[config.mk]
export PLATFORM = sky130hd
export DESIGN_NAME = gpio_port
export DESIGN_NICKNAME = d
export VERILOG_FILES = /design/src/gpio_pkg.sv /design/src/gpio_port.sv /design/src/pin_bank.sv
export VERILOG_INCLUDE_DIRS = /design/src /design/src/src
export SDC_FILE = /design/constraint.sdc
export NUM_CORES = 1
export LEC_CHECK = 0
export BUFFER_PORTS_ARGS = -buffer_cell sky130_fd_sc_hd__buf_4
export CAP_MARGIN = 25
export CORE_MARGIN = 5
export CORE_UTILIZATION = 29
export CTS_BUF_LIST = sky130_fd_sc_hd__clkbuf_4
export DETAILED_ROUTE_END_ITERATION = 10
export PLACE_DENSITY_LB_ADDON = 0.15
export SETUP_SLACK_MARGIN = 0.1
export SLEW_MARGIN = 10
export SYNTH_ARGS = -nofsm -noshare
export SYNTH_HDL_FRONTEND = slang
export SYNTH_SLANG_ARGS = --single-unit
[constraint.sdc]
create_clock -name clk_i -period 5.51 [get_ports clk_i]
set_clock_uncertainty 0.1 [all_clocks]
set_input_delay 1.102 -clock clk_i [delete_from_list [all_inputs] [get_ports clk_i]]
set_output_delay 1.102 -clock clk_i [all_outputs]
set_load 0.1 [all_outputs]
[src/gpio_map.svh]
// Register offsets, field positions and reset values of the GPIO block.
// Assumes a 32-bit Wishbone slave, one register per aligned word.
`ifndef GPIO_MAP_SVH
`define GPIO_MAP_SVH

// ----------------------------------------------------------------------
// Register offsets (byte addresses)
// ----------------------------------------------------------------------
`define OFS_FIRST_DATA 8'h00
`define OFS_FIRST_DIR 8'h04
`define OFS_CHANGE_DATA 8'h08
`define OFS_CHANGE_DIR 8'h0C
`define OFS_SDATA_DATA 8'h10
`define OFS_SDATA_DIR 8'h14
`define OFS_SCTRL_DATA 8'h18
`define OFS_SCTRL_DIR 8'h1C
`define OFS_OPTION 8'h20
`define OFS_INTCTRL 8'h24
`define OFS_ANALOG_SEL 8'h28
`define OFS_CMP_CTRL 8'h2C
`define OFS_SEG_EN 8'h30
`define OFS_BIT_OP 8'h34

// ----------------------------------------------------------------------
// Field positions
// ----------------------------------------------------------------------
`define OPT_PULLUP_N_BIT 7
`define INTC_FLAG_BIT 0
`define INTC_CHG_EN_BIT 3
`define SCTRL_MODE_BIT 4
`define SCTRL_OVF_BIT 5
`define SCTRL_OBF_BIT 6
`define SCTRL_IBF_BIT 7
`define BITOP_IDX_LSB 0
`define BITOP_PORT_LSB 4
`define BITOP_VAL_BIT 7

// ----------------------------------------------------------------------
// Reset values
// ----------------------------------------------------------------------
`define DIR_RST 8'hFF
`define SCTRL_DIR_RST 8'h07
`define OPTION_RST 8'h80
`define INTCTRL_RST 8'h00
`define ANALOG_SEL_RST 8'hFF
`define CMP_CTRL_RST 8'h0F
`define SEG_EN_RST 8'hFF

`endif

[src/gpio_pkg.sv]
// Types shared by the GPIO block.
// Assumes gpio_map.svh supplies the numeric constants.
package gpio_pkg;

    // ------------------------------------------------------------------
    // Target port of a bit set or bit clear operation
    // ------------------------------------------------------------------
    typedef enum logic [1:0] {
        PORT_FIRST,
        PORT_CHANGE,
        PORT_SDATA,
        PORT_SCTRL
    } port_sel_t;

endpackage : gpio_pkg

[src/gpio_port.sv]
// GPIO port block: four ports, change detect, parallel slave port.
// Assumes a classic Wishbone master on clk_i; pads resolved outside.
`include "gpio_map.svh"
`timescale 1ns/10ps
`default_nettype none

// Operation
// Direction one releases pin, zero drives latch
// Port read returns pin levels
// Writes load latch; bit ops modify pins
// Reset gives shared pins to peripherals
// Enabled peripherals override direction bits
// Analog select chooses analog; reads zero
// Direction still drives analog pins
// Reset makes converter pins analog
// Reset makes comparator pins analog, read zero
// Segment enables override direction; reset set
// Parallel slave mode overrides data direction
// Slave port bits in control direction
// Special pin open-drain; others push-pull
// Change port eight bits, own direction
// Low option bit enables all pull-ups
// Pull-up off on output pins
// Reset leaves pull-ups off
// Upper four pins mismatch sets change flag
// Output pins excluded from mismatch
// Change condition can wake from sleep
// Mismatch keeps setting; access refreshes copy
// Software should not poll change port
// Write zero clears flag; set wins
// Reset makes all inputs; latches hold
module gpio_port #(
    parameter int FIRST_W = 6,
    parameter int CTRL_W = 3,
    parameter int OD_PIN = 4
) (
    input wire logic clk_i,
    input wire logic rst_i,
    input wire logic cyc_i,
    input wire logic stb_i,
    input wire logic we_i,
    input wire logic [7:0] adr_i,
    input wire logic [3:0] sel_i,
    input wire logic [31:0] dat_i,
    output logic [31:0] dat_o,
    output logic ack_o,
    input wire logic [FIRST_W-1:0] first_pad_i,
    output logic [FIRST_W-1:0] first_pad_o,
    output logic [FIRST_W-1:0] first_pad_oe_o,
    input wire logic [7:0] change_pad_i,
    output logic [7:0] change_pad_o,
    output logic [7:0] change_pad_oe_o,
    output logic [7:0] change_pullup_o,
    input wire logic [7:0] sdata_pad_i,
    output logic [7:0] sdata_pad_o,
    output logic [7:0] sdata_pad_oe_o,
    input wire logic [CTRL_W-1:0] sctrl_pad_i,
    output logic [CTRL_W-1:0] sctrl_pad_o,
    output logic [CTRL_W-1:0] sctrl_pad_oe_o,
    input wire logic [7:0] seg_drive_i,
    input wire logic sleep_i,
    output logic wake_o
);

    // ------------------------------------------------------------------
    // Bus access
    // ------------------------------------------------------------------
    logic ack;
    logic acc;
    logic wr;
    logic rd;

    // A request is served on the edge where the master sees ack
    assign acc = cyc_i & stb_i & ack;
    assign wr = acc & we_i & sel_i[0];
    assign rd = acc & ~we_i;
    assign ack_o = ack;

    always_ff @(posedge clk_i)
    begin
        if (rst_i)
            ack <= 1'b0;
        else
            ack <= cyc_i & stb_i & ~ack;
    end

    // ------------------------------------------------------------------
    // Registers
    // ------------------------------------------------------------------
    logic [7:0] latch_a;
    logic [7:0] latch_b;
    logic [7:0] latch_d;
    logic [7:0] latch_e;
    logic [7:0] dir_a;
    logic [7:0] dir_b;
    logic [7:0] dir_d;
    logic [7:0] dir_e;
    logic [7:0] option;
    logic chg_en;
    logic chg_flag;
    logic [7:0] analog_sel;
    logic [7:0] cmp_ctrl;
    logic [7:0] seg_en;
    logic [3:0] chg_copy;
    logic [7:0] psp_in;
    logic psp_ibf;
    logic psp_obf;
    logic psp_ovf;
    logic psp_wr_prev;
    logic psp_rd_prev;

    logic [FIRST_W-1:0] lvl_a;
    logic [7:0] lvl_b;
    logic [7:0] lvl_d;
    logic [CTRL_W-1:0] lvl_e;

    logic [7:0] lvl_a8;
    logic [7:0] lvl_e8;
    assign lvl_a8 = 8'(lvl_a);
    assign lvl_e8 = 8'(lvl_e);

    // ------------------------------------------------------------------
    // Bit set / clear on sampled pin levels
    // ------------------------------------------------------------------
    logic bitop;
    gpio_pkg::port_sel_t bop_port;
    logic [2:0] bop_idx;
    logic bop_val;

    assign bitop = wr & (adr_i == `OFS_BIT_OP);
    assign bop_port = gpio_pkg::port_sel_t'(dat_i[`BITOP_PORT_LSB +: 2]);
    assign bop_idx = dat_i[`BITOP_IDX_LSB +: 3];
    assign bop_val = dat_i[`BITOP_VAL_BIT];

    function automatic logic [7:0] bit_mod(
        input logic [7:0] v,
        input logic [2:0] idx,
        input logic val
    );
        logic [7:0] r;
        r = v;
        r[idx] = val;
        return r;
    endfunction : bit_mod

    logic mode;
    assign mode = dir_e[`SCTRL_MODE_BIT];

    // Latches are not reset: they hold until software writes them
    always_ff @(posedge clk_i)
    begin
        if (wr && adr_i == `OFS_FIRST_DATA)
            latch_a <= dat_i[7:0];
        else if (bitop && bop_port == gpio_pkg::PORT_FIRST)
            latch_a <= bit_mod(lvl_a8, bop_idx, bop_val);
        if (wr && adr_i == `OFS_CHANGE_DATA)
            latch_b <= dat_i[7:0];
        else if (bitop && bop_port == gpio_pkg::PORT_CHANGE)
            latch_b <= bit_mod(lvl_b, bop_idx, bop_val);
        if (wr && adr_i == `OFS_SDATA_DATA)
            latch_d <= dat_i[7:0];
        else if (bitop && bop_port == gpio_pkg::PORT_SDATA)
            latch_d <= bit_mod(lvl_d, bop_idx, bop_val);
        if (wr && adr_i == `OFS_SCTRL_DATA)
            latch_e <= dat_i[7:0];
        else if (bitop && bop_port == gpio_pkg::PORT_SCTRL)
            latch_e <= bit_mod(lvl_e8, bop_idx, bop_val);
    end

    // Direction and configuration registers
    always_ff @(posedge clk_i)
    begin
        if (rst_i)
        begin
            dir_a <= `DIR_RST;
            dir_b <= `DIR_RST;
            dir_d <= `DIR_RST;
            option <= `OPTION_RST;
            chg_en <= 1'b0;
            analog_sel <= `ANALOG_SEL_RST;
            cmp_ctrl <= `CMP_CTRL_RST;
            seg_en <= `SEG_EN_RST;
        end
        else if (wr)
        begin
            unique case (adr_i)
                `OFS_FIRST_DIR: dir_a <= dat_i[7:0];
                `OFS_CHANGE_DIR: dir_b <= dat_i[7:0];
                `OFS_SDATA_DIR: dir_d <= dat_i[7:0];
                `OFS_OPTION: option <= dat_i[7:0];
                `OFS_INTCTRL: chg_en <= dat_i[`INTC_CHG_EN_BIT];
                `OFS_ANALOG_SEL: analog_sel <= dat_i[7:0];
                `OFS_CMP_CTRL: cmp_ctrl <= dat_i[7:0];
                `OFS_SEG_EN: seg_en <= dat_i[7:0];
                default: ;
            endcase
        end
    end

    // ------------------------------------------------------------------
    // Slave control direction register with slave port status
    // ------------------------------------------------------------------
    logic psp_cs;
    logic psp_wr_act;
    logic psp_rd_act;
    logic sctrl_dir_wr;
    logic sdata_rd;

    // Control pins are active low: chip select, write, read
    assign psp_cs = mode & ~lvl_e8[2];
    assign psp_wr_act = psp_cs & ~lvl_e8[1];
    assign psp_rd_act = psp_cs & ~lvl_e8[0];
    assign sctrl_dir_wr = wr & (adr_i == `OFS_SCTRL_DIR);
    assign sdata_rd = rd & (adr_i == `OFS_SDATA_DATA);

    always_ff @(posedge clk_i)
    begin
        if (rst_i)
            dir_e <= `SCTRL_DIR_RST;
        else if (sctrl_dir_wr)
            dir_e[`SCTRL_MODE_BIT:0] <= dat_i[`SCTRL_MODE_BIT:0];
    end

    always_ff @(posedge clk_i)
    begin
        if (rst_i)
        begin
            psp_wr_prev <= 1'b0;
            psp_rd_prev <= 1'b0;
        end
        else
        begin
            psp_wr_prev <= psp_wr_act;
            psp_rd_prev <= psp_rd_act;
        end
    end

    // Status flags: set wins over clear; IBF and OVF are set by hardware, OBF by a data write
    always_ff @(posedge clk_i)
    begin
        if (rst_i)
        begin
            psp_ibf <= 1'b0;
            psp_obf <= 1'b0;
            psp_ovf <= 1'b0;
        end
        else
        begin
            if (psp_wr_act && !psp_wr_prev)
                psp_ibf <= 1'b1;
            else if (sdata_rd)
                psp_ibf <= 1'b0;
            if (mode && wr && adr_i == `OFS_SDATA_DATA)
                psp_obf <= 1'b1;
            else if (!psp_rd_act && psp_rd_prev)
                psp_obf <= 1'b0;
            if (psp_wr_act && !psp_wr_prev && psp_ibf)
                psp_ovf <= 1'b1;
            else if (sctrl_dir_wr && !dat_i[`SCTRL_OVF_BIT])
                psp_ovf <= 1'b0;
        end
    end

    always_ff @(posedge clk_i)
    begin
        if (rst_i)
            psp_in <= 8'h00;
        else if (psp_wr_act && !psp_wr_prev)
            psp_in <= sdata_pad_i;
    end

    // ------------------------------------------------------------------
    // Change detect on the upper four change port pins
    // ------------------------------------------------------------------
    logic chg_access;
    logic mismatch;
    logic flag_clr;

    assign chg_access = (acc && adr_i == `OFS_CHANGE_DATA)
        || (bitop && bop_port == gpio_pkg::PORT_CHANGE);
    // Only input pins take part
    assign mismatch = |((lvl_b[7:4] ^ chg_copy) & dir_b[7:4]);
    assign flag_clr = wr && adr_i == `OFS_INTCTRL
        && !dat_i[`INTC_FLAG_BIT];

    always_ff @(posedge clk_i)
    begin
        if (rst_i)
            chg_copy <= 4'h0;
        else if (chg_access)
            chg_copy <= lvl_b[7:4];
    end

    always_ff @(posedge clk_i)
    begin
        if (rst_i)
            chg_flag <= 1'b0;
        else if (mismatch)
            chg_flag <= 1'b1;
        else if (flag_clr)
            chg_flag <= 1'b0;
    end

    // Works without the clock being gated by sleep
    assign wake_o = sleep_i & chg_en & (chg_flag | mismatch);

    // ------------------------------------------------------------------
    // Pull-ups
    // ------------------------------------------------------------------
    // Active-low enable; outputs never see a pull-up
    assign change_pullup_o = {8{~option[`OPT_PULLUP_N_BIT]}} & dir_b;


    // ------------------------------------------------------------------
    // Pin banks
    // ------------------------------------------------------------------
    logic [FIRST_W-1:0] analog_a;
    logic [7:0] ovr_en_d;
    logic [7:0] ovr_oe_d;
    logic [7:0] ovr_out_d;

    // Direction bits keep driving analog pins; only the read is masked
    assign analog_a = FIRST_W'(analog_sel) | FIRST_W'(cmp_ctrl[3:0]);

    // Segment drivers take priority over the slave port
    assign ovr_en_d = seg_en | {8{mode}};
    assign ovr_oe_d = seg_en | {8{psp_rd_act}};
    assign ovr_out_d = (seg_en & seg_drive_i) | (~seg_en & latch_d);

    pin_bank #(
        .WIDTH(FIRST_W),
        .OD_MASK(FIRST_W'(1) << OD_PIN)
    ) u_first (
        .latch_i(latch_a[FIRST_W-1:0]),
        .dir_i(dir_a[FIRST_W-1:0]),
        .ovr_en_i('0),
        .ovr_oe_i('0),
        .ovr_out_i('0),
        .analog_i(analog_a),
        .pad_i(first_pad_i),
        .pad_o(first_pad_o),
        .pad_oe_o(first_pad_oe_o),
        .level_o(lvl_a)
    );

    pin_bank #(
        .WIDTH(8),
        .OD_MASK(8'h00)
    ) u_change (
        .latch_i(latch_b),
        .dir_i(dir_b),
        .ovr_en_i(8'h00),
        .ovr_oe_i(8'h00),
        .ovr_out_i(8'h00),
        .analog_i(8'h00),
        .pad_i(change_pad_i),
        .pad_o(change_pad_o),
        .pad_oe_o(change_pad_oe_o),
        .level_o(lvl_b)
    );

    pin_bank #(
        .WIDTH(8),
        .OD_MASK(8'h00)
    ) u_sdata (
        .latch_i(latch_d),
        .dir_i(dir_d),
        .ovr_en_i(ovr_en_d),
        .ovr_oe_i(ovr_oe_d),
        .ovr_out_i(ovr_out_d),
        .analog_i(8'h00),
        .pad_i(sdata_pad_i),
        .pad_o(sdata_pad_o),
        .pad_oe_o(sdata_pad_oe_o),
        .level_o(lvl_d)
    );

    pin_bank #(
        .WIDTH(CTRL_W),
        .OD_MASK('0)
    ) u_sctrl (
        .latch_i(latch_e[CTRL_W-1:0]),
        .dir_i(dir_e[CTRL_W-1:0]),
        .ovr_en_i('0),
        .ovr_oe_i('0),
        .ovr_out_i('0),
        .analog_i('0),
        .pad_i(sctrl_pad_i),
        .pad_o(sctrl_pad_o),
        .pad_oe_o(sctrl_pad_oe_o),
        .level_o(lvl_e)
    );

    // ------------------------------------------------------------------
    // Read data
    // ------------------------------------------------------------------
    logic [7:0] next_rdata;

    always_comb
    begin
        unique case (adr_i)
            `OFS_FIRST_DATA: next_rdata = lvl_a8;
            `OFS_FIRST_DIR: next_rdata = dir_a;
            `OFS_CHANGE_DATA: next_rdata = lvl_b;
            `OFS_CHANGE_DIR: next_rdata = dir_b;
            `OFS_SDATA_DATA: next_rdata = mode ? psp_in : lvl_d;
            `OFS_SDATA_DIR: next_rdata = dir_d;
            `OFS_SCTRL_DATA: next_rdata = lvl_e8;
            `OFS_SCTRL_DIR: next_rdata = {psp_ibf, psp_obf, psp_ovf,
                dir_e[`SCTRL_MODE_BIT:0]};
            `OFS_OPTION: next_rdata = option;
            `OFS_INTCTRL: next_rdata = {4'h0, chg_en, 2'h0, chg_flag};
            `OFS_ANALOG_SEL: next_rdata = analog_sel;
            `OFS_CMP_CTRL: next_rdata = cmp_ctrl;
            `OFS_SEG_EN: next_rdata = seg_en;
            default: next_rdata = 8'h00;
        endcase
    end

    always_ff @(posedge clk_i)
    begin
        if (rst_i)
            dat_o <= 32'h0000_0000;
        else if (cyc_i && stb_i && !ack)
            dat_o <= {24'h00_0000, next_rdata};
    end

endmodule : gpio_port

`default_nettype wire

[src/pin_bank.sv]
// One bank of port pins: output drive, enable and input read-back.
// Assumes pad inputs are synchronous to the core clock.
`timescale 1ns/10ps
`default_nettype none

module pin_bank #(
    parameter int WIDTH = 8,
    parameter logic [WIDTH-1:0] OD_MASK = '0
) (
    input wire logic [WIDTH-1:0] latch_i,
    input wire logic [WIDTH-1:0] dir_i,
    input wire logic [WIDTH-1:0] ovr_en_i,
    input wire logic [WIDTH-1:0] ovr_oe_i,
    input wire logic [WIDTH-1:0] ovr_out_i,
    input wire logic [WIDTH-1:0] analog_i,
    input wire logic [WIDTH-1:0] pad_i,
    output logic [WIDTH-1:0] pad_o,
    output logic [WIDTH-1:0] pad_oe_o,
    output logic [WIDTH-1:0] level_o
);

    genvar i;
    generate
        for (i = 0; i < WIDTH; i++)
        begin : g_pin
            logic drive;
            logic value;
            // Peripheral override beats the direction bit
            assign drive = ovr_en_i[i] ? ovr_oe_i[i] : ~dir_i[i];
            assign value = ovr_en_i[i] ? ovr_out_i[i] : latch_i[i];
            if (OD_MASK[i])
            begin : g_od
                // Pulls low or lets go, never drives high
                assign pad_o[i] = 1'b0;
                assign pad_oe_o[i] = drive & ~value;
            end
            else
            begin : g_pp
                assign pad_o[i] = drive & value;
                assign pad_oe_o[i] = drive;
            end
            // Analog pins read back as zero
            assign level_o[i] = analog_i[i] ? 1'b0 : pad_i[i];
        end
    endgenerate

endmodule : pin_bank

`default_nettype wire

Yosys cells after proc, flatten, opt, wreduce, memory -nomap -nowiden
Cells that the tools add are included.
{"block": "word_totals", "input_bits": 83, "ramBits": 0, "latchBits": 0, "mem_count": 0, "register_bits": 114, "out_inout_bits": 92, "romBits": 0, "word_cells": 214}
{"block": "op_classes", "mux": 46, "n_eq_ne": 16, "shifts": 0, "order_cmp": 2, "n_addsub": 0, "div_mod_pow": 0, "reduce_logical": 45, "mul": 0, "bitwise_logic": 82}
{"cell": "one-hot mux 8 bit (13 select lines)", "count": 1}
{"cell": "equality test 8 x 6 -> 1 bit, second input constant", "count": 6}
{"cell": "two-way mux 8 bit", "count": 5}
{"cell": "AND 1 bit", "count": 39}
{"cell": "bitwise mux 8 bit", "count": 4}
{"cell": "equality test 8 x 5 -> 1 bit, second input constant", "count": 4}
{"cell": "inverter 1 bit", "count": 32}
{"cell": "two-way mux 1 bit", "count": 31}
{"cell": "AND 8 bit", "count": 3}
{"cell": "OR 8 bit", "count": 3}
{"cell": "logical AND 1 bit", "count": 20}
{"cell": "equality test 8 x 4 -> 1 bit, second input constant", "count": 2}
{"cell": "AND reduction 2 bit", "count": 8}
{"cell": "nonzero test 2 bit", "count": 8}
{"cell": "two-way mux 6 bit", "count": 2}
{"cell": "equality test 8 x 3 -> 1 bit, second input constant", "count": 1}
{"cell": "zero test 8 bit", "count": 1}
{"cell": "inverter 8 bit", "count": 1}
{"cell": "two-way mux 3 bit", "count": 2}
{"cell": "OR 6 x 4 -> 6 bit", "count": 1}
{"cell": "zero test 1 bit", "count": 5}
{"cell": "AND 4 bit", "count": 1}
{"cell": "equality test 2 bit, second input constant", "count": 2}
{"cell": "< comparator 3 x 4 -> 1 bit, second input constant", "count": 1}
{"cell": "other kinds (8)", "count": 8}

Logic depth before layout (Yosys ltp)
Gate-level depths: netlist (run 1).
{"block": "depth", "depth_word": 8, "mapped_depth": 8, "depth_no_buf": 5}

Cells and area by module
From an unflattened synthesis (run 1), not the netlist that was laid out.
{"block": "hier_totals", "hier_cells": 815, "hier_area_um2": 7155.6}
{"module": "gpio_port", "seq_area_each_um2": 2532.4, "n_inst": 1, "cells_each": 682, "area_each_um2": 6244.7}
{"module": "pin_bank (u_change ...)", "seq_area_each_um2": 0.0, "n_inst": 2, "cells_each": 42, "area_each_um2": 292.8}
{"module": "pin_bank (u_first)", "seq_area_each_um2": 0.0, "n_inst": 1, "cells_each": 32, "area_each_um2": 214.0}
{"module": "pin_bank (u_sctrl)", "seq_area_each_um2": 0.0, "n_inst": 1, "cells_each": 17, "area_each_um2": 111.4}

Least setup slack after synthesis (run 1)
No wires, ideal clock.
{"block": "synth_timing", "path_type": "input-to-output", "from": "input port change_pad_i[6]", "to": "output port wake_o", "stages": 3, "t_arrival_ns": 3.017, "setup_slack_ns": 1.291, "t_required_ns": 4.308, "path_buffers": 0, "cell_sequence": "xor2_1 -> a22oi_1 -> a31oi_1"}
{"block": "synth_via", "elab_chain_len": 5}
{"item": "start, declared", "line": "gpio_port.sv:50", "rtl": "input wire logic [7:0] change_pad_i,"}
{"item": "XOR 4 bit", "line": "gpio_port.sv:282", "rtl": "assign mismatch = |((lvl_b[7:4] ^ chg_copy) & dir_b[7:4]);"}
{"item": "AND 4 bit", "line": "gpio_port.sv:282"}
{"item": "OR reduction 4 bit", "line": "gpio_port.sv:282"}
{"item": "OR 1 bit", "line": "gpio_port.sv:305", "rtl": "assign wake_o = sleep_i & chg_en & (chg_flag | mismatch);"}
{"item": "AND 1 bit", "line": "gpio_port.sv:305"}
{"item": "end, declared", "line": "gpio_port.sv:62", "rtl": "output logic wake_o"}
Every way passes these cells.

Final worst setup path (run 1)
{"block": "layout_timing", "from": "input port sctrl_pad_i[2]", "to": "output port sdata_pad_o[6]"}
{"block": "layout_via", "elab_chain_len": 6}
{"item": "start, declared", "line": "gpio_port.sv:57", "rtl": "input wire logic [CTRL_W-1:0] sctrl_pad_i,"}
{"item": "inverter 1 bit", "line": "gpio_port.sv:210", "rtl": "assign psp_cs = mode & ~lvl_e8[2];"}
{"item": "AND 1 bit", "line": "gpio_port.sv:210"}
{"item": "AND 1 bit", "line": "gpio_port.sv:212", "rtl": "assign psp_rd_act = psp_cs & ~lvl_e8[0];"}
{"item": "OR 8 bit", "line": "gpio_port.sv:327", "rtl": "assign ovr_oe_d = seg_en | {8{psp_rd_act}};"}
{"item": "two-way mux 1 bit", "line": "pin_bank.sv:29", "rtl": "assign drive = ovr_en_i[i] ? ovr_oe_i[i] : ~dir_i[i];"}
{"item": "AND 1 bit", "line": "pin_bank.sv:39", "rtl": "assign pad_o[i] = drive & value;"}
{"item": "end, declared", "line": "gpio_port.sv:55", "rtl": "output logic [7:0] sdata_pad_o,"}
Every way passes these cells.

==> out/metrics.yaml, run 1 <==
power:
  intPower_mw: 1.24
  switching_share_pct: 30.6
  powerDensity_nw_per_um2: 237
  pwr-share-seq_pct: 47.7
  vdd_drop_max_uv: 93.4
  power.leakage_nw: 2.97
  p_comb_share_pct: 15.5
  power.total_mw: 1.79
  clock_power_share_pct: 36.8
  switchingPower_uw: 549
floorplan:
  design.die.area_um2: 25400
  rows: 54
  die_h_um: 159
  die_x_um: 159
  ios: 175
  start_util_pct: 29.6
  core_um2: 21900
synth:
  synth-seq-cells: 114
  ys_types: 66
  ys_seq_area_share_pct: 39.1
  postSynth.asyncResetShare_pct: 0
  yosys_warnings: 0
  synth_cells: 772
  synthFlopType: "dfxtp_1"
  syn-cell-area_um2: 6470
  synth-edff-count: 25
  avgSynthCellArea_um2: 8.38
worst_setup_path:
  cp.arrival_ns: 2.61
  start_kind: "primary input"
  cp_max_fo: 9
  critPathRequiredTime_ns: 4.31
  worstSetupPathType: "in -> out"
  critPathCaptureType: "output pin"
sta:
  finalCritPeriodShare_pct: 69.2
  layout_min_cycle_time_ns: 3.82
  grt_setup_unrepaired: "no"
  hold_ws_ns: 0.361
  tightest_slew_ns: 1.14
  clock.fmax_mhz: 262
  slew_headroom_pct: 23.6
  tns_ns: 0
  hold_violations: 0
  worst_slack_ns: 1.69
  setup_viol: 0
  final_max_slew_viol_count: 0
clocking:
  numCtsBuffers: 17
  cts_resized: 0
  htree_num_levels: 4
  postCtsSetupBuffers: 0
  cts_root_buf: "clkbuf_4"
  cts_tree: "done"
  clk-insertion-delay-late_ns: 0.56
  clk_path_buf_depth: 2
  clk_pin_slew_ns: 0.10
  post_cts_hold_buffer_count: 0
  clock-sinks: 114
global_routing:
  grt_max_degree: 46
  grt_first_pass_wirelength_um: 37600
  grt_pass1_vias: 5730
  grt_antenna_before_repair: 2
  gr-total-overflow: 0
  grt_usage_pct: 19.6
place:
  dp_slack_ns: 1.42
  place.gp.congestion: 0.950
  place.port_buffers: 122
  dp_hpwl_um: 19100
finish:
  fin_util_pct: 34.5
  area_growth_pct: 16.8
  nets: 924
  drive_gt1_share_pct: 23.4
routing:
  drc_errors: 0
  vias_per_cell: 5.25
  ant_nets: 0
  drtIter0Drc: 517
  firstDrtPassIters: 5
  dr_total_vias: 5953
  wl_per_cell_um: 22.8
  routed_wl_um: 25800
run:
  cap_violations: 0
status:
  status: "finished clean"
hold_path:
  hold_class: "reg -> reg"
-- critical path: stages --
cell and delay (ns):
buf_4 0.13, nand2b_1 0.18, nor2_1 0.55, or3_1 0.23
and2_1 0.13, buf_4 0.28
-- Yosys cell counts (5+ instances only) --
master,number,area [um2]
buf_1,5,18.8
o21ai_0,49,245
nand3_1,8,40.0
buf_2,12,60.1
mux2i_1,44,440
nand2_1,99,372
nor2b_1,23,144
nand2b_1,5,31.3
nor2_1,98,368
dfxtp_1,89,1780
a22o_1,5,43.8
and3_1,6,37.5
edfxtp_1,25,751
o211ai_1,13,97.6
mux2_2,25,282
and2_1,11,68.8
a31oi_1,6,37.5
clkbuf_1,30,113
a21oi_1,44,220
or3_1,10,62.6
buf_4,49,368
inv_1,19,71.3
a22oi_1,12,90.1
-- path summary, 6_finish.rpt --
kind | startpoint | end | cells past startpoint | slack [ns]
worst max-delay path | sctrl_pad_i[2] | sdata_pad_o[6] | 6 | 1.69
worst min-delay path | cmp_ctrl[6] | cmp_ctrl[6] | 2 | 0.36
worst max register to register | ack_o | latch_d[7] | 6 | 2.82
worst min register to register | cmp_ctrl[6] | cmp_ctrl[6] | 2 | 0.36
-- cell families after synthesis --
group | synth area share [%]
multiplexers | 11.5
other | 0.0579
AO/OA/AOI/OAI | 16.6
AND/OR/NAND/NOR | 22.1
buffers and inverters | 10.1
XOR/XNOR | 0.541
flip-flops | 39.1
-- flip-flops by register name (all words and copies together), names as in the netlist --
register and flops:
dir_b 8, analog_sel 8, latch_d 8, latch_a 6
latch_b 8, seg_en 8, dir_e 5, psp_in 8
dir_a 8, cmp_ctrl 8, chg_en 1, psp_wr_prev 1
ack_o 1, psp_obf 1, psp_ovf 1, latch_e 3
dat_o 8, option 8, chg_flag 1, psp_ibf 1
chg_copy 4, psp_rd_prev 1, dir_d 8
-- layout make-up --
| class | instances | area (um2) |
|---|---|---|
| clock inverters | 11 | 140 |
| diodes | 1 | 2.50 |
| repair buffers | 124 | 931 |
| fillers | 2369 | 14300 |
| flip-flops and latches | 114 | 2530 |
| multi-input cells | 564 | 3380 |
| well taps | 280 | 350 |
| inverters | 20 | 75.1 |
| clock buffers | 20 | 150 |
-- stage by stage --
step / cell area (um2) / cells
final: 7560 / 1134
after global routing: 7560 / 1134
after CTS: 7560 / 1133
after detailed placement: 7270 / 1102
after global placement: 7270 / 1102
after floorplan: 6560 / 796
-- routing by layer --
layer	vias to the layer above	part of all wire [%]	GRT usage [%]
li1	2779	-	-
met3	38	7.7	4.50
met5	-	0.047	0
met2	308	45	30.5
met1	2826	45	27.0
met4	2	2.5	6.55
-- power groups by stage --
stage	Combinational, mW	Sequential [mW]	Clock [mW]
floorplan	0.198	0.875	0
global placement	0.275	0.873	0
detailed placement	0.275	0.873	0
CTS	0.276	0.854	0.680
global route	0.288	0.855	0.714
finish	0.278	0.854	0.660
-- cells in the final DEF, fill, tap and decap left out, types with 4 or more instances in the layout --
| cell type | n |
|---|---|
| o22ai_1 | 4 |
| buf_4 | 124 |
| nor2_1 | 98 |
| inv_1 | 19 |
| a22o_1 | 5 |
| mux2i_1 | 44 |
| nor2b_1 | 23 |
| and2_1 | 11 |
| edfxtp_1 | 25 |
| nand2_1 | 99 |
| conb_1 | 25 |
| clkbuf_4 | 20 |
| mux2_2 | 25 |
| or2_2 | 4 |
| a22oi_1 | 12 |
| or3_1 | 10 |
| a21oi_1 | 44 |
| nor3_1 | 4 |
| o211ai_1 | 13 |
| nand3_1 | 8 |
| nand2b_1 | 5 |
| and3_1 | 6 |
| xor2_1 | 4 |
| dfxtp_1 | 89 |
| a221oi_1 | 4 |
| a31oi_1 | 6 |
| o21ai_0 | 49 |
(Power assumes the default switching activity.)
==> inputs of run 2 (changes only) <==
- ABC_AREA: unset -> 1
- clock period: 5.51 -> 3.65 ns (I/O delays scaled with it)
==> out/metrics.yaml, run 2 <==
global_routing:
  gr-total-overflow: 0  # unchanged
  grt_pass1_vias: 6038  # was 5730
  grt_first_pass_wirelength_um: 36600  # was 37600 um
  grt_antenna_before_repair: 1  # was 2
  grt_usage_pct: 18.8  # was 19.6%
  grt_max_degree: 36  # was 46
finish:
  nets: 1083  # was 924
  fill_cells: 2404  # was 2369
  final_common_cell: "nand2_1"  # was buf_4
  final_cell_mix: "nand2_1, buf_4, inv_1"  # was buf_4, nand2_1, nor2_1
  area_growth_pct: 19.1  # was 16.8%
  drive_gt1_share_pct: 22.0  # was 23.4%
  design_area_um2: 7750  # was 7560 um2
sta:
  hold_violations: 0  # unchanged
  clock.fmax_mhz: 332
  slew_headroom_pct: 54.9  # was 23.6%
  grt_setup_unrepaired: "no"  # unchanged
  finalCritPeriodShare_pct: 82.5
  final_max_slew_viol_count: 0  # unchanged
  layout_min_cycle_time_ns: 3.01
  tightest_slew_ns: 0.676  # was 1.14 ns
  tns_ns: 0  # unchanged
  setup_viol: 0  # unchanged
worst_setup_path:
  start_kind: "flop"  # was primary input
  critPathRequiredTime_ns: 2.82  # was 4.31 ns
  cp_max_fo: 10  # was 9
  slowest_stage: "dfxtp_1"  # was nor2_1
  crit_path_cell_trace: "inv_1, nor2_1, nand2_1, o211ai_1, a21boi_1, buf_4"  # was buf_4, nand2b_1, nor2_1, or3_1, and2_1, buf_4
  critPathCaptureType: "output pin"  # unchanged
  cp.arrival_ns: 2.18  # was 2.61 ns
  worstSetupPathType: "reg -> out"  # was in -> out
  cp_slowest_stage_delay_ns: 0.34  # was 0.55 ns
clocking:
  htree_num_levels: 4  # unchanged
  postCtsSetupBuffers: 0  # unchanged
  clk-insertion-delay-late_ns: 0.56  # about the same
  numCtsBuffers: 17  # unchanged
  clk_path_buf_depth: 2  # unchanged
  cts_tree: "done"  # unchanged
  cts_root_buf: "clkbuf_4"  # unchanged
  post_cts_hold_buffer_count: 0  # unchanged
  clk_pin_slew_ns: 0.11  # was 0.10 ns
  clock-sinks: 114  # unchanged
  cts_resized: 0  # unchanged
place:
  place_area_um2: 7410  # was 7270 um2
  place.port_buffers: 122  # unchanged
  dp_hpwl_um: 18700  # was 19100 um
  place.gp.congestion: 0.894  # was 0.950
routing:
  dr_total_vias: 6235  # was 5953
  routed_wl_um: 24100  # was 25800 um
  vias_per_cell: 4.82  # was 5.25
  ant_nets: 0  # unchanged
  drtIter0Drc: 489  # was 517
  drc_errors: 0  # unchanged
  wl_per_cell_um: 18.6  # was 22.8 um
  firstDrtPassIters: 5  # unchanged
synth:
  post_synth_main_area_contributors: "dfxtp_1, nand2_1, edfxtp_1, o21ai_0, buf_4"  # was dfxtp_1, edfxtp_1, mux2i_1, nand2_1, buf_4
  syn-cell-area_um2: 6510  # was 6470 um2
  postSynth.asyncResetShare_pct: 0  # unchanged
  ys_types: 36  # was 66
  synth_cells: 906  # was 772
  yosys_warnings: 0  # unchanged
  synthFlopType: "dfxtp_1"  # unchanged
  synth_commonest_cells: "nand2_1, inv_1, dfxtp_1, o21ai_0, nor2_1"  # was nand2_1, nor2_1, dfxtp_1, buf_4, o21ai_0
  avgSynthCellArea_um2: 7.19  # was 8.38 um2
  ys_seq_area_share_pct: 38.9  # was 39.1%
  synthMostInstantiatedCell: "nand2_1"  # unchanged
  synth-edff-count: 25  # unchanged
  netlist.top_cell.by_area: "dfxtp_1"  # unchanged
  synth-seq-cells: 114  # unchanged
  yosysTopAreaCellShare_pct: 27.4  # was 27.5%
run:
  cap_violations: 0  # unchanged
floorplan:
  design.die.area_um2: 25500  # was 25400 um2
  ios: 175  # unchanged
  die_h_um: 160  # was 159 um
  die_x_um: 160  # was 159 um
  core_um2: 22000  # was 21900 um2
  rows: 54  # unchanged
  start_util_pct: 29.7  # was 29.6%
power:
  powerDensity_nw_per_um2: 361  # was 237 nW/um2
  power.leakage_nw: 3.69  # was 2.97 nW
  clock_power_share_pct: 40.1  # was 36.8%
  switching_share_pct: 29.1  # was 30.6%
  switchingPower_uw: 814  # was 549 uW
  p_comb_share_pct: 13.7  # was 15.5%
  intPower_mw: 1.98  # was 1.24 mW
  vdd_drop_max_uv: 155  # was 93.4 uV
  pwr-share-seq_pct: 46.1  # was 47.7%
status:
  status: "finished clean"  # unchanged
hold_path:
  hold_class: "in -> reg"  # was reg -> reg
==> run 2: changes by cell type after synthesis, sizes merged, moves of 7 or more <==
cell | previous run | this run
nand2 | 99 | 253
inv | 19 | 103
mux2i | 44 | 0
o21ai | 50 | 93
o211ai | 13 | 50
nand3 | 8 | 37
mux2 | 25 | 0
nor2b | 23 | 0
clkbuf | 31 | 18
a22oi | 12 | 0
and2 | 12 | 0
or3 | 10 | 0
a21boi | 1 | 8
==> run 2: through the flow <==
stage	hold WS, ns	worst slack (ns)	cells	total power [mW]	utilization, %
after floorplan	0.329	0.170	930	1.59	-
after global placement	0.348	0.716	1260	1.70	33.8
after detailed placement	0.354	0.698	1260	1.70	33.8
after CTS	0.294	0.566	1292	2.82	35.3
after global routing	0.302	0.347	1294	2.89	35.3
final	0.338	0.637	1294	2.80	35.3
==> run 2: worst paths after layout <==
path | startpoint | end | slack (ns) | cells past startpoint
worst max register to register | ack_o | latch_a[3] | 1.59 | 6
worst min register to register | dat_o[3] | dat_o[3] | 0.37 | 2
worst min-delay path | sdata_pad_i[2] | psp_in[2] | 0.34 | 3
worst max-delay path | dir_e[4] | sdata_pad_o[1] | 0.64 | 6
==> run 2: metal layers <==
| layer | part of all wire [%] | global-route usage, % | wire length, um |
|---|---|---|---|
| met1 | 45 | 25.9 | 11000 |
| met2 | 45 | 28.9 | 10700 |
| met3 | 6.9 | 4.43 | 1670 |
| met4 | 3.1 | 6.96 | 739 |
| met5 | 0 | 0 | 0 |
==> run 2: cells by family after synthesis <==
| group | after synthesis | share of synthesized area, % |
|---|---|---|
| other | 1 | 0.0576 |
| buffers and inverters | 186 | 14.1 |
| AND/OR/NAND/NOR | 396 | 27.8 |
| AO/OA/AOI/OAI | 209 | 19.1 |
| flip-flops | 114 | 38.9 |
==> run 2: power by group through the flow <==
stage	Sequential, mW	Clock [mW]	Combinational [mW]
6_report	1.29	1.12	0.384
5_1_grt	1.29	1.20	0.406
4_1_cts	1.29	1.14	0.384
3_5_place_dp	1.32	0	0.383
3_3_place_gp	1.32	0	0.384
2_1_floorplan	1.33	0	0.267
==> run 2: worst max-delay path, delay by kind of cell (launching register included) <==
family / cells / cell delay [ns]
buf+inv: 2 / 0.35
compound gates: 2 / 0.44
flops: 1 / 0.34
simple gates: 2 / 0.49
==> run 2: cell type report <==
cell class / count / area [um2] / area share [%]
Timing Repair Buffer: 132 / 988 / 12.7
Clock inverter: 13 / 191 / 2.47
Multi-Input combinational cell: 630 / 3150 / 40.6
Tap cell: 280 / 350 / 4.52
Clock buffer: 19 / 143 / 1.84
Inverter: 105 / 395 / 5.10
Sequential cell: 114 / 2530 / 32.7
Antenna cell: 1 / 2.50 / 0.0323
==> inputs of run 3 (changes only) <==
- clock period: 3.65 -> 3 ns (I/O delays scaled with it)
==> out/metrics.yaml, run 3 (synthesis gave the netlist of run 2 again) <==
global_routing:
  gr-total-overflow: 0  # unchanged
  grt_first_pass_wirelength_um: 35900  # was 36600 um
  grt_max_degree: 32  # was 36
  grt_pass1_vias: 5868  # was 6038
  grt_antenna_before_repair: 1  # unchanged
  grt_usage_pct: 18.6  # was 18.8%
clocking:
  cts_resized: 1  # was 0
  postCtsSetupBuffers: 0  # unchanged
  cts_tree: "done"  # unchanged
  clock-sinks: 114  # unchanged
  cts_root_buf: "clkbuf_4"  # unchanged
  clk_path_buf_depth: 2  # unchanged
  post_cts_hold_buffer_count: 0  # unchanged
  htree_num_levels: 4  # unchanged
  numCtsBuffers: 17  # unchanged
  clk-insertion-delay-late_ns: 0.55  # was 0.56 ns
  clk_pin_slew_ns: 0.12  # was 0.11 ns
worst_setup_path:
  cp_top_family: "simple AND/OR/NAND/NOR gates"  # unchanged
  crit_path_cell_trace: "inv_1, nor2_1, nand2_4, o211ai_1, a21boi_2, buf_6"  # was inv_1, nor2_1, nand2_1, o211ai_1, a21boi_1, buf_4
  critPathRequiredTime_ns: 2.30  # was 2.82 ns
  critPathCaptureType: "output pin"  # unchanged
  cp_slowest_stage_delay_ns: 0.34  # about the same
  slowest_stage: "dfxtp_1"  # unchanged
  start_kind: "flop"  # unchanged
  crit_buf_inv: 2  # unchanged
  cp.arrival_ns: 1.99  # was 2.18 ns
  worstSetupPathType: "reg -> out"  # unchanged
  cp_max_fo: 10  # unchanged
routing:
  drtIter0Drc: 503  # was 489
  met2_length_um: 10800  # was 10700 um
  dr_total_vias: 6142  # was 6235
  vias_per_cell: 4.72  # was 4.82
  firstDrtPassIters: 5  # unchanged
  route.met3.wl_um: 1590  # was 1670 um
  routed_wl_um: 24300  # was 24100 um
  ant_nets: 0  # unchanged
  drt-met1-wl_um: 11300  # was 11000 um
  drc_errors: 0  # unchanged
  wl_per_cell_um: 18.7  # was 18.6 um
  topRoutingLayerUsed: "met4"  # unchanged
floorplan:
  start_util_pct: 29.7  # unchanged
  core_um2: 22000  # unchanged
  die_x_um: 160  # unchanged
  die_h_um: 160  # unchanged
  ios: 175  # unchanged
  rows: 54  # unchanged
  design.die.area_um2: 25500  # unchanged
power:
  intPower_mw: 2.25  # was 1.98 mW
  clock_power_share_pct: 37.0  # was 40.1%
  vdd_drop_max_uv: 161  # was 155 uV
  p_comb_share_pct: 14.7  # was 13.7%
  powerDensity_nw_per_um2: 416  # was 361 nW/um2
  switching_share_pct: 30.7  # was 29.1%
  pwr-share-seq_pct: 48.4  # was 46.1%
  power.leakage_nw: 3.73  # was 3.69 nW
  switchingPower_uw: 995  # was 814 uW
finish:
  final_cells: 1300  # was 1294
  fill_cells: 2396  # was 2404
  final_cell_mix: "nand2_1, buf_4, inv_1"  # unchanged
  area_growth_pct: 19.9  # was 19.1%
  nets: 1089  # was 1083
  drive_gt1_share_pct: 23.4  # was 22.0%
  design_area_um2: 7810  # was 7750 um2
  final_common_cell: "nand2_1"  # unchanged
sta:
  setup_viol: 0  # unchanged
  tns_ns: 0  # unchanged
  grt_setup_unrepaired: "no"  # unchanged
  tightest_slew_ns: 0.951  # was 0.676 ns
  slew_headroom_pct: 36.1  # was 54.9%
  hold_violations: 0  # unchanged
  layout_min_cycle_time_ns: 2.69
  final_max_slew_viol_count: 0  # unchanged
  hold_ws_ns: 0.211  # was 0.338 ns
  finalCritPeriodShare_pct: 89.8
  clock.fmax_mhz: 371
hold_path:
  hold_class: "in -> reg"  # unchanged
place:
  dp_cells: 1267  # was 1260
  place_area_um2: 7510  # was 7410 um2
  place.port_buffers: 122  # unchanged
  dp_hpwl_um: 18900  # was 18700 um
  place.gp.congestion: 0.897  # was 0.894
status:
  status: "finished clean"  # unchanged
run:
  cap_violations: 0  # unchanged
[run 3: cell count changes in the layout (fill, tap and decap cells not counted)]
cell | previous run | this run
nand2_1 | 243 | 242
buf_6 | 0 | 1
a21boi_2 | 0 | 8
buf_2 | 1 | 0
a21boi_1 | 8 | 0
clkinv_2 | 4 | 6
clkinvlp_4 | 2 | 1
nand2_4 | 1 | 2
bufinv_16 | 5 | 3
clkinv_4 | 0 | 1
buf_4 | 131 | 136
buf_12 | 0 | 1
[run 3: stage by stage]
step | utilization, % | setup WS [ns] | total power [mW]
after global routing | 35.5 | 0.105 | 3.39
final | 35.5 | 0.306 | 3.25
after detailed placement | 34.2 | 0.326 | 2.08
after floorplan | - | 0.231 | 1.94
after global placement | 34.2 | 0.339 | 2.08
after CTS | 35.5 | 0.224 | 3.28
[run 3: tightest hold or removal path, delay by kind of cell]
kind / cells / cell delay (ns)
AO/OA/AOI/OAI: 1 / 0.11
buffers and inverters: 2 / 0.12
[run 3: layout make-up]
| cell class | instances | area, um2 | area share, % |
|---|---|---|---|
| inverter | 105 | 395 | 5.06 |
| antenna | 1 | 2.50 | 0.0321 |
| multi-input combinational | 630 | 3190 | 40.8 |
| timing repair buffer | 138 | 1050 | 13.5 |
| clock inverter | 13 | 143 | 1.83 |
| tap | 280 | 350 | 4.49 |
| sequential | 114 | 2530 | 32.4 |
| clock buffer | 19 | 143 | 1.83 |
[run 3: final timing paths]
path	startpoint	end	slack (ns)	depth (start not counted)
worst max-delay path	dir_e[4]	sdata_pad_o[1]	0.31	6
worst min-delay path	sdata_pad_i[2]	psp_in[2]	0.21	3
worst max register to register	ack_o	latch_a[4]	0.85	4
worst min register to register	dat_o[1]	dat_o[1]	0.37	2
[run 3: power groups by stage]
stage	Clock, mW	Combinational (mW)	Sequential [mW]
finish	1.20	0.476	1.57
global route	1.32	0.501	1.57
CTS	1.23	0.475	1.57
detailed placement	0	0.474	1.60
global placement	0	0.475	1.60
floorplan	0	0.327	1.61
[run 3: layer usage]
metal / global-route usage (%) / vias to the layer above
li1: - / 3097
met1: 24.8 / 2807
met2: 28.9 / 208
met3: 5.36 / 30
met4: 6.69 / 0
met5: 0 / -
